==> config.mk <==
export PLATFORM = sky130hd
export DESIGN_NAME = tcc_top
export DESIGN_NICKNAME = d
export VERILOG_FILES = /design/src/shared/tcc_pkg.sv /design/src/shared/tcc_edge_if.sv /design/src/hdl/tcc_edge_detect.sv /design/src/hdl/tcc_top.sv
export VERILOG_INCLUDE_DIRS = /design/src /design/src/shared
export SDC_FILE = /design/constraint.sdc
export NUM_CORES = 1
export LEC_CHECK = 0
export ABC_AREA = 1
export BUFFER_PORTS_ARGS = -buffer_cell sky130_fd_sc_hd__buf_2
export CELL_PAD_IN_SITES_DETAIL_PLACEMENT = 1
export CELL_PAD_IN_SITES_GLOBAL_PLACEMENT = 2
export CORE_ASPECT_RATIO = 1.5
export CORE_MARGIN = 2
export CORE_UTILIZATION = 36
export CTS_CLUSTER_DIAMETER = 50
export DETAILED_ROUTE_END_ITERATION = 8
export PLACE_DENSITY = 0.82
export SYNTH_ARGS = -nofsm -noshare
export SYNTH_HDL_FRONTEND = slang
export SYNTH_SLANG_ARGS = --single-unit
==> constraint.sdc <==
create_clock -name clk_sys -period 4.3 [get_ports clk_sys]
set_input_delay 1.075 -clock clk_sys [delete_from_list [all_inputs] [get_ports clk_sys]]
set_output_delay 1.075 -clock clk_sys [all_outputs]
set_load 0.05 [all_outputs]
==> src/shared/tcc_defines.svh <==
`ifndef TCC_DEFINES_SVH
`define TCC_DEFINES_SVH

// Register byte offsets on the Avalon-MM slave
`define TCC_OFS_MODE        5'h00
`define TCC_OFS_CAPMODE     5'h04
`define TCC_OFS_OUTCTL      5'h08
`define TCC_OFS_PRESCALE    5'h0C
`define TCC_OFS_CAPCMP0     5'h10
`define TCC_OFS_CAPCMP1     5'h14
`define TCC_OFS_COUNTER     5'h18

// timer_mode_control fields
`define TCC_MODE_LSB        0
`define TCC_MODE_MSB        1
`define TCC_MODE_OVF        4

// capture_mode_control fields
`define TCC_CAP_R0_SEL      0
`define TCC_CAP_R0_REV      1
`define TCC_CAP_R1_SEL      2

// output_control fields
`define TCC_OUT_EN          0
`define TCC_OUT_TGL0        1
`define TCC_OUT_LVR         2
`define TCC_OUT_LVS         3
`define TCC_OUT_TGL1        4
`define TCC_OUT_STORED_MASK 8'h13

// prescaler_mode fields
`define TCC_PRM_CLK_LO      0
`define TCC_PRM_CLK_HI      1
`define TCC_PRM_ESA_LO      4
`define TCC_PRM_ESA_HI      5
`define TCC_PRM_ESB_LO      6
`define TCC_PRM_ESB_HI      7
`define TCC_PRM_STORED_MASK 8'hF3

// Edge select codes
`define TCC_ES_FALL         2'h0
`define TCC_ES_RISE         2'h1
`define TCC_ES_BOTH         2'h3

// Prescaler tap masks for divide by 2, 16 and 128
`define TCC_DIV2_MASK       7'h01
`define TCC_DIV16_MASK      7'h0F
`define TCC_DIV128_MASK     7'h7F

// Reset values
`define TCC_RST_CTRL        8'h00
`define TCC_RST_WORD        16'h0000

`endif

==> src/shared/tcc_pkg.sv <==
package tcc_pkg;

  typedef enum logic [1:0] {
    tcc_mode_stop,
    tcc_mode_free,
    tcc_mode_clear,
    tcc_mode_restart
  } tcc_mode_t;

  typedef enum logic [1:0] {
    tcc_clk_div2,
    tcc_clk_div16,
    tcc_clk_div128,
    tcc_clk_pin
  } tcc_clk_sel_t;

endpackage : tcc_pkg

==> src/shared/tcc_edge_if.sv <==
`timescale 1ns/1ns

interface tcc_edge_if;
  logic       sample_tick;
  logic [1:0] pin;
  logic [1:0] rise;
  logic [1:0] fall;

  modport det (input sample_tick, input pin, output rise, output fall);
  modport ctl (output sample_tick, output pin, input rise, input fall);
endinterface : tcc_edge_if

==> src/hdl/tcc_edge_detect.sv <==
`timescale 1ns/1ns

module tcc_edge_detect #(
  parameter int CHANNELS = 2
) (
  input wire logic   clk_sys,
  input wire logic   nrst,
  tcc_edge_if.det    eif
);

  genvar ch;
  generate
    for (ch = 0; ch < CHANNELS; ch++)
    begin : g_chan
      logic smp_new;
      logic smp_old;
      logic level;
      wire  agree   = (smp_new == smp_old);
      wire  changed = agree & (smp_old != level);

      // Level only moves after two matching samples; shorter pulses are ignored
      always_ff @(posedge clk_sys or negedge nrst)
      begin
        if (!nrst)
        begin
          smp_new <= 1'b0;
          smp_old <= 1'b0;
          level   <= 1'b0;
        end
        else if (eif.sample_tick)
        begin
          smp_new <= eif.pin[ch];
          smp_old <= smp_new;
          if (changed)
            level <= smp_old;
        end
      end

      assign eif.rise[ch] = eif.sample_tick & changed & smp_old;
      assign eif.fall[ch] = eif.sample_tick & changed & ~smp_old;
    end
  endgenerate

endmodule : tcc_edge_detect

==> src/hdl/tcc_top.sv <==
// The implementer's own choices: the register offsets and the Avalon-MM interface to the registers.
`timescale 1ns/1ns
`include "tcc_defines.svh"

// Overview of operation
// Interval mode: match on register zero clears counter, keeps counting, pulses irq zero.
// Interval equals compare value plus one count clocks, for any 16-bit value.
// Count clock source comes from the two low prescaler bits.
// Pulse mode: period from register zero, high width from register one.
// Software keeps register one strictly below register zero in pulse mode.
// Pulse period is value zero plus one; duty is (one+1)/(zero+1).
// Free running: valid edge on input a captures counter into register one, irq one.
// Inputs sampled at count clock; new level needs two equal samples. In pin clock mode the code samples at system clock over 2.
// Two-input mode: input a edge, select bits 4-5, captures into register one.
// Two-input mode: input b edge, select bits 6-7, captures into register zero.
// Edge detectors support rising, falling or both edges.
// Two-register mode: opposite edge of input a captures into register zero.
// Two-register and restart modes: both-edge select disables register zero capture.
// Restart mode: input a edge captures into register one then clears counter.
// Edge field: 00 falling, 01 rising, 11 both, 10 prohibited.
// Clock select: system clock over 2, 16, 128, or input a edge.
// Mode bit makes register zero a compare (0) or capture (1) register.
// With toggle enable set, output flip-flop toggles on register zero match.
// Each interrupt request is one pulse per match or capture event.

module tcc_top (
  input  wire logic        clk_sys,
  input  wire logic        nrst,
  input  wire logic [4:0]  avs_address,
  input  wire logic        avs_read,
  input  wire logic        avs_write,
  input  wire logic [31:0] avs_writedata,
  output logic      [31:0] avs_readdata,
  output logic             avs_waitrequest,
  input  wire logic        capture_input_a,
  input  wire logic        capture_input_b,
  output logic             pulse_output_pin,
  output logic             pulse_output_en,
  output logic             irq_capcmp_zero,
  output logic             irq_capcmp_one
);

  tcc_edge_if eif ();

  tcc_pkg::tcc_mode_t    mode;
  tcc_pkg::tcc_clk_sel_t clk_sel;

  logic [1:0]  timer_mode_control;
  logic        overflow;
  logic [2:0]  capture_mode_control;
  logic [7:0]  output_control;
  logic [7:0]  prescaler_mode;
  logic [15:0] capcmp_reg_zero;
  logic [15:0] capcmp_reg_one;
  logic [15:0] up_counter;
  logic [6:0]  prediv;
  logic        out_ff;
  logic        rd_ack;

  logic [15:0] next_counter;
  logic        next_out_ff;
  logic [31:0] rd_mux;

  // Bus decode
  wire bus_wr      = avs_write & ~avs_read;
  wire wr_mode     = bus_wr & (avs_address == `TCC_OFS_MODE);
  wire wr_capmode  = bus_wr & (avs_address == `TCC_OFS_CAPMODE);
  wire wr_outctl   = bus_wr & (avs_address == `TCC_OFS_OUTCTL);
  wire wr_prescale = bus_wr & (avs_address == `TCC_OFS_PRESCALE);
  wire wr_capcmp0  = bus_wr & (avs_address == `TCC_OFS_CAPCMP0);
  wire wr_capcmp1  = bus_wr & (avs_address == `TCC_OFS_CAPCMP1);

  assign mode    = tcc_pkg::tcc_mode_t'(timer_mode_control);
  assign clk_sel = tcc_pkg::tcc_clk_sel_t'(
                     {prescaler_mode[`TCC_PRM_CLK_HI], prescaler_mode[`TCC_PRM_CLK_LO]});

  wire [1:0] es_a = {prescaler_mode[`TCC_PRM_ESA_HI], prescaler_mode[`TCC_PRM_ESA_LO]};
  wire [1:0] es_b = {prescaler_mode[`TCC_PRM_ESB_HI], prescaler_mode[`TCC_PRM_ESB_LO]};

  wire running     = (mode != tcc_pkg::tcc_mode_stop);
  wire mode_clear  = (mode == tcc_pkg::tcc_mode_clear);
  wire mode_rstrt  = (mode == tcc_pkg::tcc_mode_restart);
  wire r0_capture  = capture_mode_control[`TCC_CAP_R0_SEL];
  wire r0_reverse  = capture_mode_control[`TCC_CAP_R0_REV];
  wire r1_capture  = capture_mode_control[`TCC_CAP_R1_SEL];

  // Prescaler taps
  // Taps free-run, so the first count after a start may come up to one period early
  wire tap2   = ((prediv & `TCC_DIV2_MASK) == `TCC_DIV2_MASK);
  wire tap16  = ((prediv & `TCC_DIV16_MASK) == `TCC_DIV16_MASK);
  wire tap128 = ((prediv & `TCC_DIV128_MASK) == `TCC_DIV128_MASK);

  wire div_tick = (clk_sel == tcc_pkg::tcc_clk_div2)  ? tap2  :
                  (clk_sel == tcc_pkg::tcc_clk_div16) ? tap16 :
                  (clk_sel == tcc_pkg::tcc_clk_div128) ? tap128 :
                  tap2;

  // Pin clock mode still needs a sampling rate; the fastest tap keeps latency low
  assign eif.sample_tick = div_tick;
  assign eif.pin         = {capture_input_b, capture_input_a};

  tcc_edge_detect #(
    .CHANNELS (2)
  ) u_edge (
    .clk_sys (clk_sys),
    .nrst    (nrst),
    .eif     (eif)
  );

  // Edge decode: code 10 selects nothing
  function automatic logic edge_valid(input logic [1:0] es, input logic rise,
                                      input logic fall);
    case (es)
      `TCC_ES_FALL: edge_valid = fall;
      `TCC_ES_RISE: edge_valid = rise;
      `TCC_ES_BOTH: edge_valid = rise | fall;
      default:      edge_valid = 1'b0;
    endcase
  endfunction : edge_valid

  // Opposite edge exists only for a single-edge selection
  function automatic logic edge_opposite(input logic [1:0] es, input logic rise,
                                         input logic fall);
    case (es)
      `TCC_ES_FALL: edge_opposite = rise;
      `TCC_ES_RISE: edge_opposite = fall;
      default:      edge_opposite = 1'b0;
    endcase
  endfunction : edge_opposite

  wire valid_a = edge_valid(es_a, eif.rise[0], eif.fall[0]);
  wire valid_b = edge_valid(es_b, eif.rise[1], eif.fall[1]);
  wire opp_a   = edge_opposite(es_a, eif.rise[0], eif.fall[0]);

  // Pin clock: edges of input a count, so that input should not also trigger a capture
  wire count_tick = running & ((clk_sel == tcc_pkg::tcc_clk_pin) ? valid_a : div_tick);

  // Both-edge selection on input a blocks register zero capture in two-register and restart modes
  wire r0_blocked = (es_a == `TCC_ES_BOTH) & (r0_reverse | mode_rstrt);
  wire r0_trig    = r0_reverse ? opp_a : valid_b;

  wire cap_one  = running & valid_a & (r1_capture | mode_rstrt);
  wire cap_zero = running & r0_capture & ~r0_blocked & r0_trig;

  // A register with its capture select bit set never matches; its compare path is masked off
  wire match_zero = count_tick & ~r0_capture & (up_counter == capcmp_reg_zero);
  wire match_one  = count_tick & ~r1_capture & (up_counter == capcmp_reg_one);
  wire wrap       = count_tick & (up_counter == 16'hFFFF);
  wire wrap_set   = wrap & (next_counter == `TCC_RST_WORD);

  always_comb
  begin
    next_counter = up_counter;
    if (!running)
      next_counter = `TCC_RST_WORD;
    else if (mode_rstrt && cap_one)
      next_counter = `TCC_RST_WORD;
    else if (mode_clear && match_zero)
      next_counter = `TCC_RST_WORD;
    else if (count_tick)
      next_counter = 16'(up_counter + 16'h0001);
  end

  // Software set/reset of the output latch wins over a match in the same cycle
  wire set_out = wr_outctl & avs_writedata[`TCC_OUT_LVS] & ~avs_writedata[`TCC_OUT_LVR];
  wire clr_out = wr_outctl & avs_writedata[`TCC_OUT_LVR] & ~avs_writedata[`TCC_OUT_LVS];
  wire tgl_out = (output_control[`TCC_OUT_TGL0] & match_zero)
               ^ (output_control[`TCC_OUT_TGL1] & match_one);

  always_comb
  begin
    next_out_ff = out_ff;
    if (set_out)
      next_out_ff = 1'b1;
    else if (clr_out)
      next_out_ff = 1'b0;
    else if (tgl_out)
      next_out_ff = ~out_ff;
  end

  // Force bits are not stored, so they read back as zero
  always_comb
  begin
    rd_mux = 32'h00000000;
    case (avs_address)
      `TCC_OFS_MODE:     rd_mux = {27'h0, overflow, 2'h0, timer_mode_control};
      `TCC_OFS_CAPMODE:  rd_mux = {29'h0, capture_mode_control};
      `TCC_OFS_OUTCTL:   rd_mux = {24'h0, output_control};
      `TCC_OFS_PRESCALE: rd_mux = {24'h0, prescaler_mode};
      `TCC_OFS_CAPCMP0:  rd_mux = {16'h0, capcmp_reg_zero};
      `TCC_OFS_CAPCMP1:  rd_mux = {16'h0, capcmp_reg_one};
      `TCC_OFS_COUNTER:  rd_mux = {16'h0, up_counter};
      default:           rd_mux = 32'h00000000;
    endcase
  end

  // Reads take one wait state so read data come from a flip-flop
  assign avs_waitrequest = avs_read & ~rd_ack;

  always_ff @(posedge clk_sys or negedge nrst)
  begin
    if (!nrst)
    begin
      rd_ack       <= 1'b0;
      avs_readdata <= 32'h00000000;
    end
    else
    begin
      rd_ack <= avs_read & ~rd_ack;
      if (avs_read && !rd_ack)
        avs_readdata <= rd_mux;
    end
  end

  always_ff @(posedge clk_sys or negedge nrst)
  begin
    if (!nrst)
    begin
      timer_mode_control   <= 2'h0;
      capture_mode_control <= 3'h0;
      output_control       <= `TCC_RST_CTRL;
      prescaler_mode       <= `TCC_RST_CTRL;
    end
    else
    begin
      if (wr_mode)
        timer_mode_control <= avs_writedata[`TCC_MODE_MSB:`TCC_MODE_LSB];
      if (wr_capmode)
        capture_mode_control <= avs_writedata[2:0];
      if (wr_outctl)
        output_control <= avs_writedata[7:0] & `TCC_OUT_STORED_MASK;
      if (wr_prescale)
        prescaler_mode <= avs_writedata[7:0] & `TCC_PRM_STORED_MASK;
    end
  end

  // Wrap flag: a wrap in the clearing cycle still sets it
  always_ff @(posedge clk_sys or negedge nrst)
  begin
    if (!nrst)
      overflow <= 1'b0;
    else if (wrap_set)
      overflow <= 1'b1;
    else if (wr_mode && !avs_writedata[`TCC_MODE_OVF])
      overflow <= 1'b0;
  end

  // A capture beats a software write landing in the same cycle
  always_ff @(posedge clk_sys or negedge nrst)
  begin
    if (!nrst)
    begin
      capcmp_reg_zero <= `TCC_RST_WORD;
      capcmp_reg_one  <= `TCC_RST_WORD;
    end
    else
    begin
      if (cap_zero)
        capcmp_reg_zero <= up_counter;
      else if (wr_capcmp0)
        capcmp_reg_zero <= avs_writedata[15:0];
      if (cap_one)
        capcmp_reg_one <= up_counter;
      else if (wr_capcmp1)
        capcmp_reg_one <= avs_writedata[15:0];
    end
  end

  always_ff @(posedge clk_sys or negedge nrst)
  begin
    if (!nrst)
    begin
      up_counter <= `TCC_RST_WORD;
      prediv     <= 7'h00;
      out_ff     <= 1'b0;
    end
    else
    begin
      up_counter <= next_counter;
      prediv     <= 7'(prediv + 7'h01);
      out_ff     <= next_out_ff;
    end
  end

  // Events are single-cycle, so each gives exactly one request pulse
  always_ff @(posedge clk_sys or negedge nrst)
  begin
    if (!nrst)
    begin
      irq_capcmp_zero  <= 1'b0;
      irq_capcmp_one   <= 1'b0;
      pulse_output_pin <= 1'b0;
      pulse_output_en  <= 1'b0;
    end
    else
    begin
      irq_capcmp_zero  <= match_zero | cap_zero;
      irq_capcmp_one   <= match_one | cap_one;
      pulse_output_pin <= next_out_ff & output_control[`TCC_OUT_EN];
      pulse_output_en  <= output_control[`TCC_OUT_EN];
    end
  end

endmodule : tcc_top

==> results.json <==
{
  "cts_setup_buffers": 0,
  "crit_top_cell": "inv_1",
  "grt_pass1_wl_microns": 29900,
  "cts_tree": "done",
  "rr_worst_depth": 10,
  "crit_path_start_kind": "input port",
  "clkLatencyLatePin_ns": 0.36,
  "area_delta_synth_final_pct": 12.1,
  "critical_path.max_fanout": 12,
  "cts_made_buffers": 9,
  "use_met1_pct": 25.5,
  "first_global_vias": 5576,
  "synth_top_area_share_pct": 43.4,
  "required_ns": 4.53,
  "drt_wl_total_microns": 18500,
  "min_path_cells": 0,
  "grt_util_met2_pct": 43.9,
  "syn_area_sq_um": 5660,
  "ir_drop_mv": 0.167,
  "grt_max_degree": 55,
  "slew_headroom_pct": 49.9,
  "ctsHoldBuffers": 0,
  "reg2reg_slack_ns": 1.64,
  "yosysSeqAreaShare_pct": 43.4,
  "htree_num_levels": 3,
  "slew_violations": 0,
  "worstHoldPathType": "register to register",
  "busiest_layer": "met2",
  "critPathBufInv": 5,
  "p_per_area_nw_per_um2": 462,
  "die_h_microns": 158,
  "tns_ns": 0,
  "vias": 5147,
  "layout_min_cycle_time_ns": 3.05,
  "finalWeightedCongestion": 0.859,
  "numPortBuffers": 47,
  "timing.rr.start": "up_counter[11]$_DFF_PN0_",
  "die_area_sq_um": 16700,
  "path_cells": "buf_2 -> nor2_1 -> inv_1 -> nor3_1 -> inv_1 -> nor2_2 -> inv_1 -> o21ai_2 -> buf_4 -> o221ai_1",
  "clkSlewWorstSetupHoldPaths_ns": 0.08,
  "finalCritPeriodShare_pct": 71.0,
  "fp.coreArea_sq_um": 15500,
  "grt.overflow.total": 0,
  "outcome": "finished, final reports clean",
  "die_width_microns": 106,
  "fmax_mhz": 328,
  "postCtsResizedCells": 0,
  "fillCellCount": 1884,
  "rows": 56,
  "grt_setup_unrepaired": "false",
  "antenna_left": 0,
  "start_util_pct": 36.5,
  "ios": 80,
  "grtUsageMet3_pct": 3.56,
  "fin_nets": 801,
  "hp-start": "output_control[0]$_DFFE_PN0P_",
  "yosys_warnings": 0,
  "setup_violations": 0,
  "syn_avg_cell_area_sq_um": 7.94,
  "crit_slowest_cell": "o21ai_2",
  "n_antenna_cell": 0,
  "dp_hpwl_microns": 14100,
  "fin_util_pct": 41.0,
  "drtIter0Drc": 184,
  "max_stage_delay_ns": 0.43,
  "drc": 0,
  "drive_above_1_share_pct": 14.7,
  "via_per_inst": 5.34,
  "wl_per_cell_microns": 19.2,
  "synthTopCellsByArea": "dfrtp_1 43%, nand2_1 11%, nand3_1 6.2%",
  "syn_inst": 712,
  "hold_ws_ns": 0.398,
  "synth.distinct_cells": 47,
  "first_pass_iters": 5,
  "ys_ff_latch": 98,
  "hold_violations": 0,
  "cts_buffer_depth": 2,
  "antenna_found_initial": 0,
  "cp-end-kind": "register",
  "root_buffer": "clkbuf_16",
  "synth_top_cell_by_area": "dfrtp_1",
  "leakage_nw": 3.05,
  "clkSinkCount": 98,
  "grt_usage_pct": 23.6,
  "maxCapViolCount": 0,
  "skew_ns": 0.0104,
  "crit_type": "input port to register",
  "worst_slew_pin_slew_ns": 0.751,
  "hold_end": "pulse_output_en$_DFF_PN0_",
  "power_mw": 2.93,
  "r2r_end": "overflow$_DFFE_PN0P_",
  "path_delay_family": "buffers and inverters",
  "worstPathArrival_ns": 3.28
}
## per-stage QoR
step	instances	instance area (sq um)	setup WS, ns
final	964	6340	1.25
after global routing	964	6340	1.05
after CTS	964	6340	1.31
after detailed placement	948	6030	0.917
after global placement	948	6030	0.964
after floorplan	727	5710	1.23
## per-layer routing
metal / vias to the layer above / share of wire, %
met3: 48 / 2.9
li1: 2424 / -
met2: 106 / 54
met5: - / 0
met4: 0 / 4.3
met1: 2569 / 38
## worst register-to-register path: cells and delay by family (launching register included)
kind | cells | cell delay [ns]
DFF | 1 | 0.46
AOI/OAI and AO/OA | 3 | 0.79
buffers and inverters | 1 | 0.32
and+or+nand+nor | 6 | 1.03
## layout make-up
| type | instances | area [sq um] | area share, % |
|---|---|---|---|
| Multi-Input combinational cell | 498 | 2670 | 42.1 |
| Sequential cell | 98 | 2450 | 38.7 |
| Inverter | 92 | 345 | 5.44 |
| Timing Repair Buffer | 57 | 313 | 4.93 |
| Tap cell | 203 | 254 | 4.00 |
| Clock buffer | 10 | 229 | 3.61 |
| Clock inverter | 6 | 78.8 | 1.24 |
## cell usage after synthesis (all sizes together)
| cell type | n |
|---|---|
| a21boi | 2 |
| a21o | 1 |
| a21oi | 20 |
| a31oi | 1 |
| buf | 30 |
| clkbuf | 9 |
| clkinv | 2 |
| conb | 1 |
| dfrtp | 98 |
| ha | 2 |
| inv | 90 |
| mux2 | 4 |
| nand2 | 169 |
| nand3 | 75 |
| nand3b | 4 |
| nand4 | 11 |
| nor2 | 50 |
| nor3 | 11 |
| nor3b | 1 |
| nor4 | 3 |
| o2111ai | 1 |
| o211ai | 20 |
| o21ai | 51 |
| o221ai | 19 |
| o22ai | 10 |
| o2bb2ai | 1 |
| or2 | 1 |
| xnor2 | 8 |
| xor2 | 17 |
## where the power goes
part | total (mW) | switching [mW] | internal (mW)
sequential | 1.26 | 0.166 | 1.09
clock | 0.872 | 0.405 | 0.467
combinational | 0.800 | 0.524 | 0.276
## sequential cells by signal (all words and copies together) (netlist names), 3 cells and up
register,flops
prescaler_mode,6
avs_readdata,16
capcmp_reg_zero,16
up_counter,16
capture_mode_control,3
output_control,3
prediv,7
capcmp_reg_one,16
## cell families after synthesis
kind of cell               count (synthesis)  synth area share [%]
muxes                                      4                 0.796
AOI/OAI and AO/OA                        126                  15.1
and+or+nand+nor                          325                  26.0
xor gates and xnor gates                  25                  3.87
DFF                                       98                  43.4
buffers and inverters                    131                  10.4
adders and majority gates                  2                 0.442
other                                      1                0.0663
## placed cells by master (no fill, tap or decap), types with 2 or more instances in the layout
| cell | n |
|---|---|
| nand2_1 | 165 |
| dfrtp_1 | 98 |
| inv_1 | 85 |
| nand3_1 | 70 |
| o21ai_0 | 47 |
| nor2_1 | 46 |
| buf_2 | 46 |
| a21oi_1 | 19 |
| o221ai_1 | 19 |
| xor2_1 | 17 |
| conb_1 | 16 |
| nor3_1 | 11 |
| buf_4 | 11 |
| nand4_1 | 10 |
| o22ai_1 | 10 |
| o211ai_1 | 10 |
| o211ai_2 | 10 |
| clkbuf_16 | 9 |
| xnor2_1 | 8 |
| inv_2 | 5 |
| nand3_2 | 4 |
| mux2_2 | 4 |
| nand3b_1 | 3 |
| nor2_2 | 3 |
| inv_6 | 3 |
| nand2_4 | 2 |
| nand2_2 | 2 |
| clkinv_1 | 2 |
| o21ai_1 | 2 |
| nor4_1 | 2 |
| o21ai_2 | 2 |
| ha_1 | 2 |
| inv_8 | 2 |
## how the worst max path moves through the flow
stage               slack (ns)  cells past startpoint                             end           start
global placement          0.96                     10  capcmp_reg_one[11]$_DFFE_PN0P_  avs_address[1]
finish                    1.25                     10   capcmp_reg_one[8]$_DFFE_PN0P_  avs_address[1]
global route              1.05                     10   capcmp_reg_one[5]$_DFFE_PN0P_  avs_address[1]
floorplan                 1.23                      2                 avs_waitrequest        avs_read
CTS                       1.31                     10   capcmp_reg_one[8]$_DFFE_PN0P_  avs_address[1]
detailed placement        0.92                     10   capcmp_reg_one[8]$_DFFE_PN0P_  avs_address[1]
No activity file was read; power rests on OpenSTA's default activity.
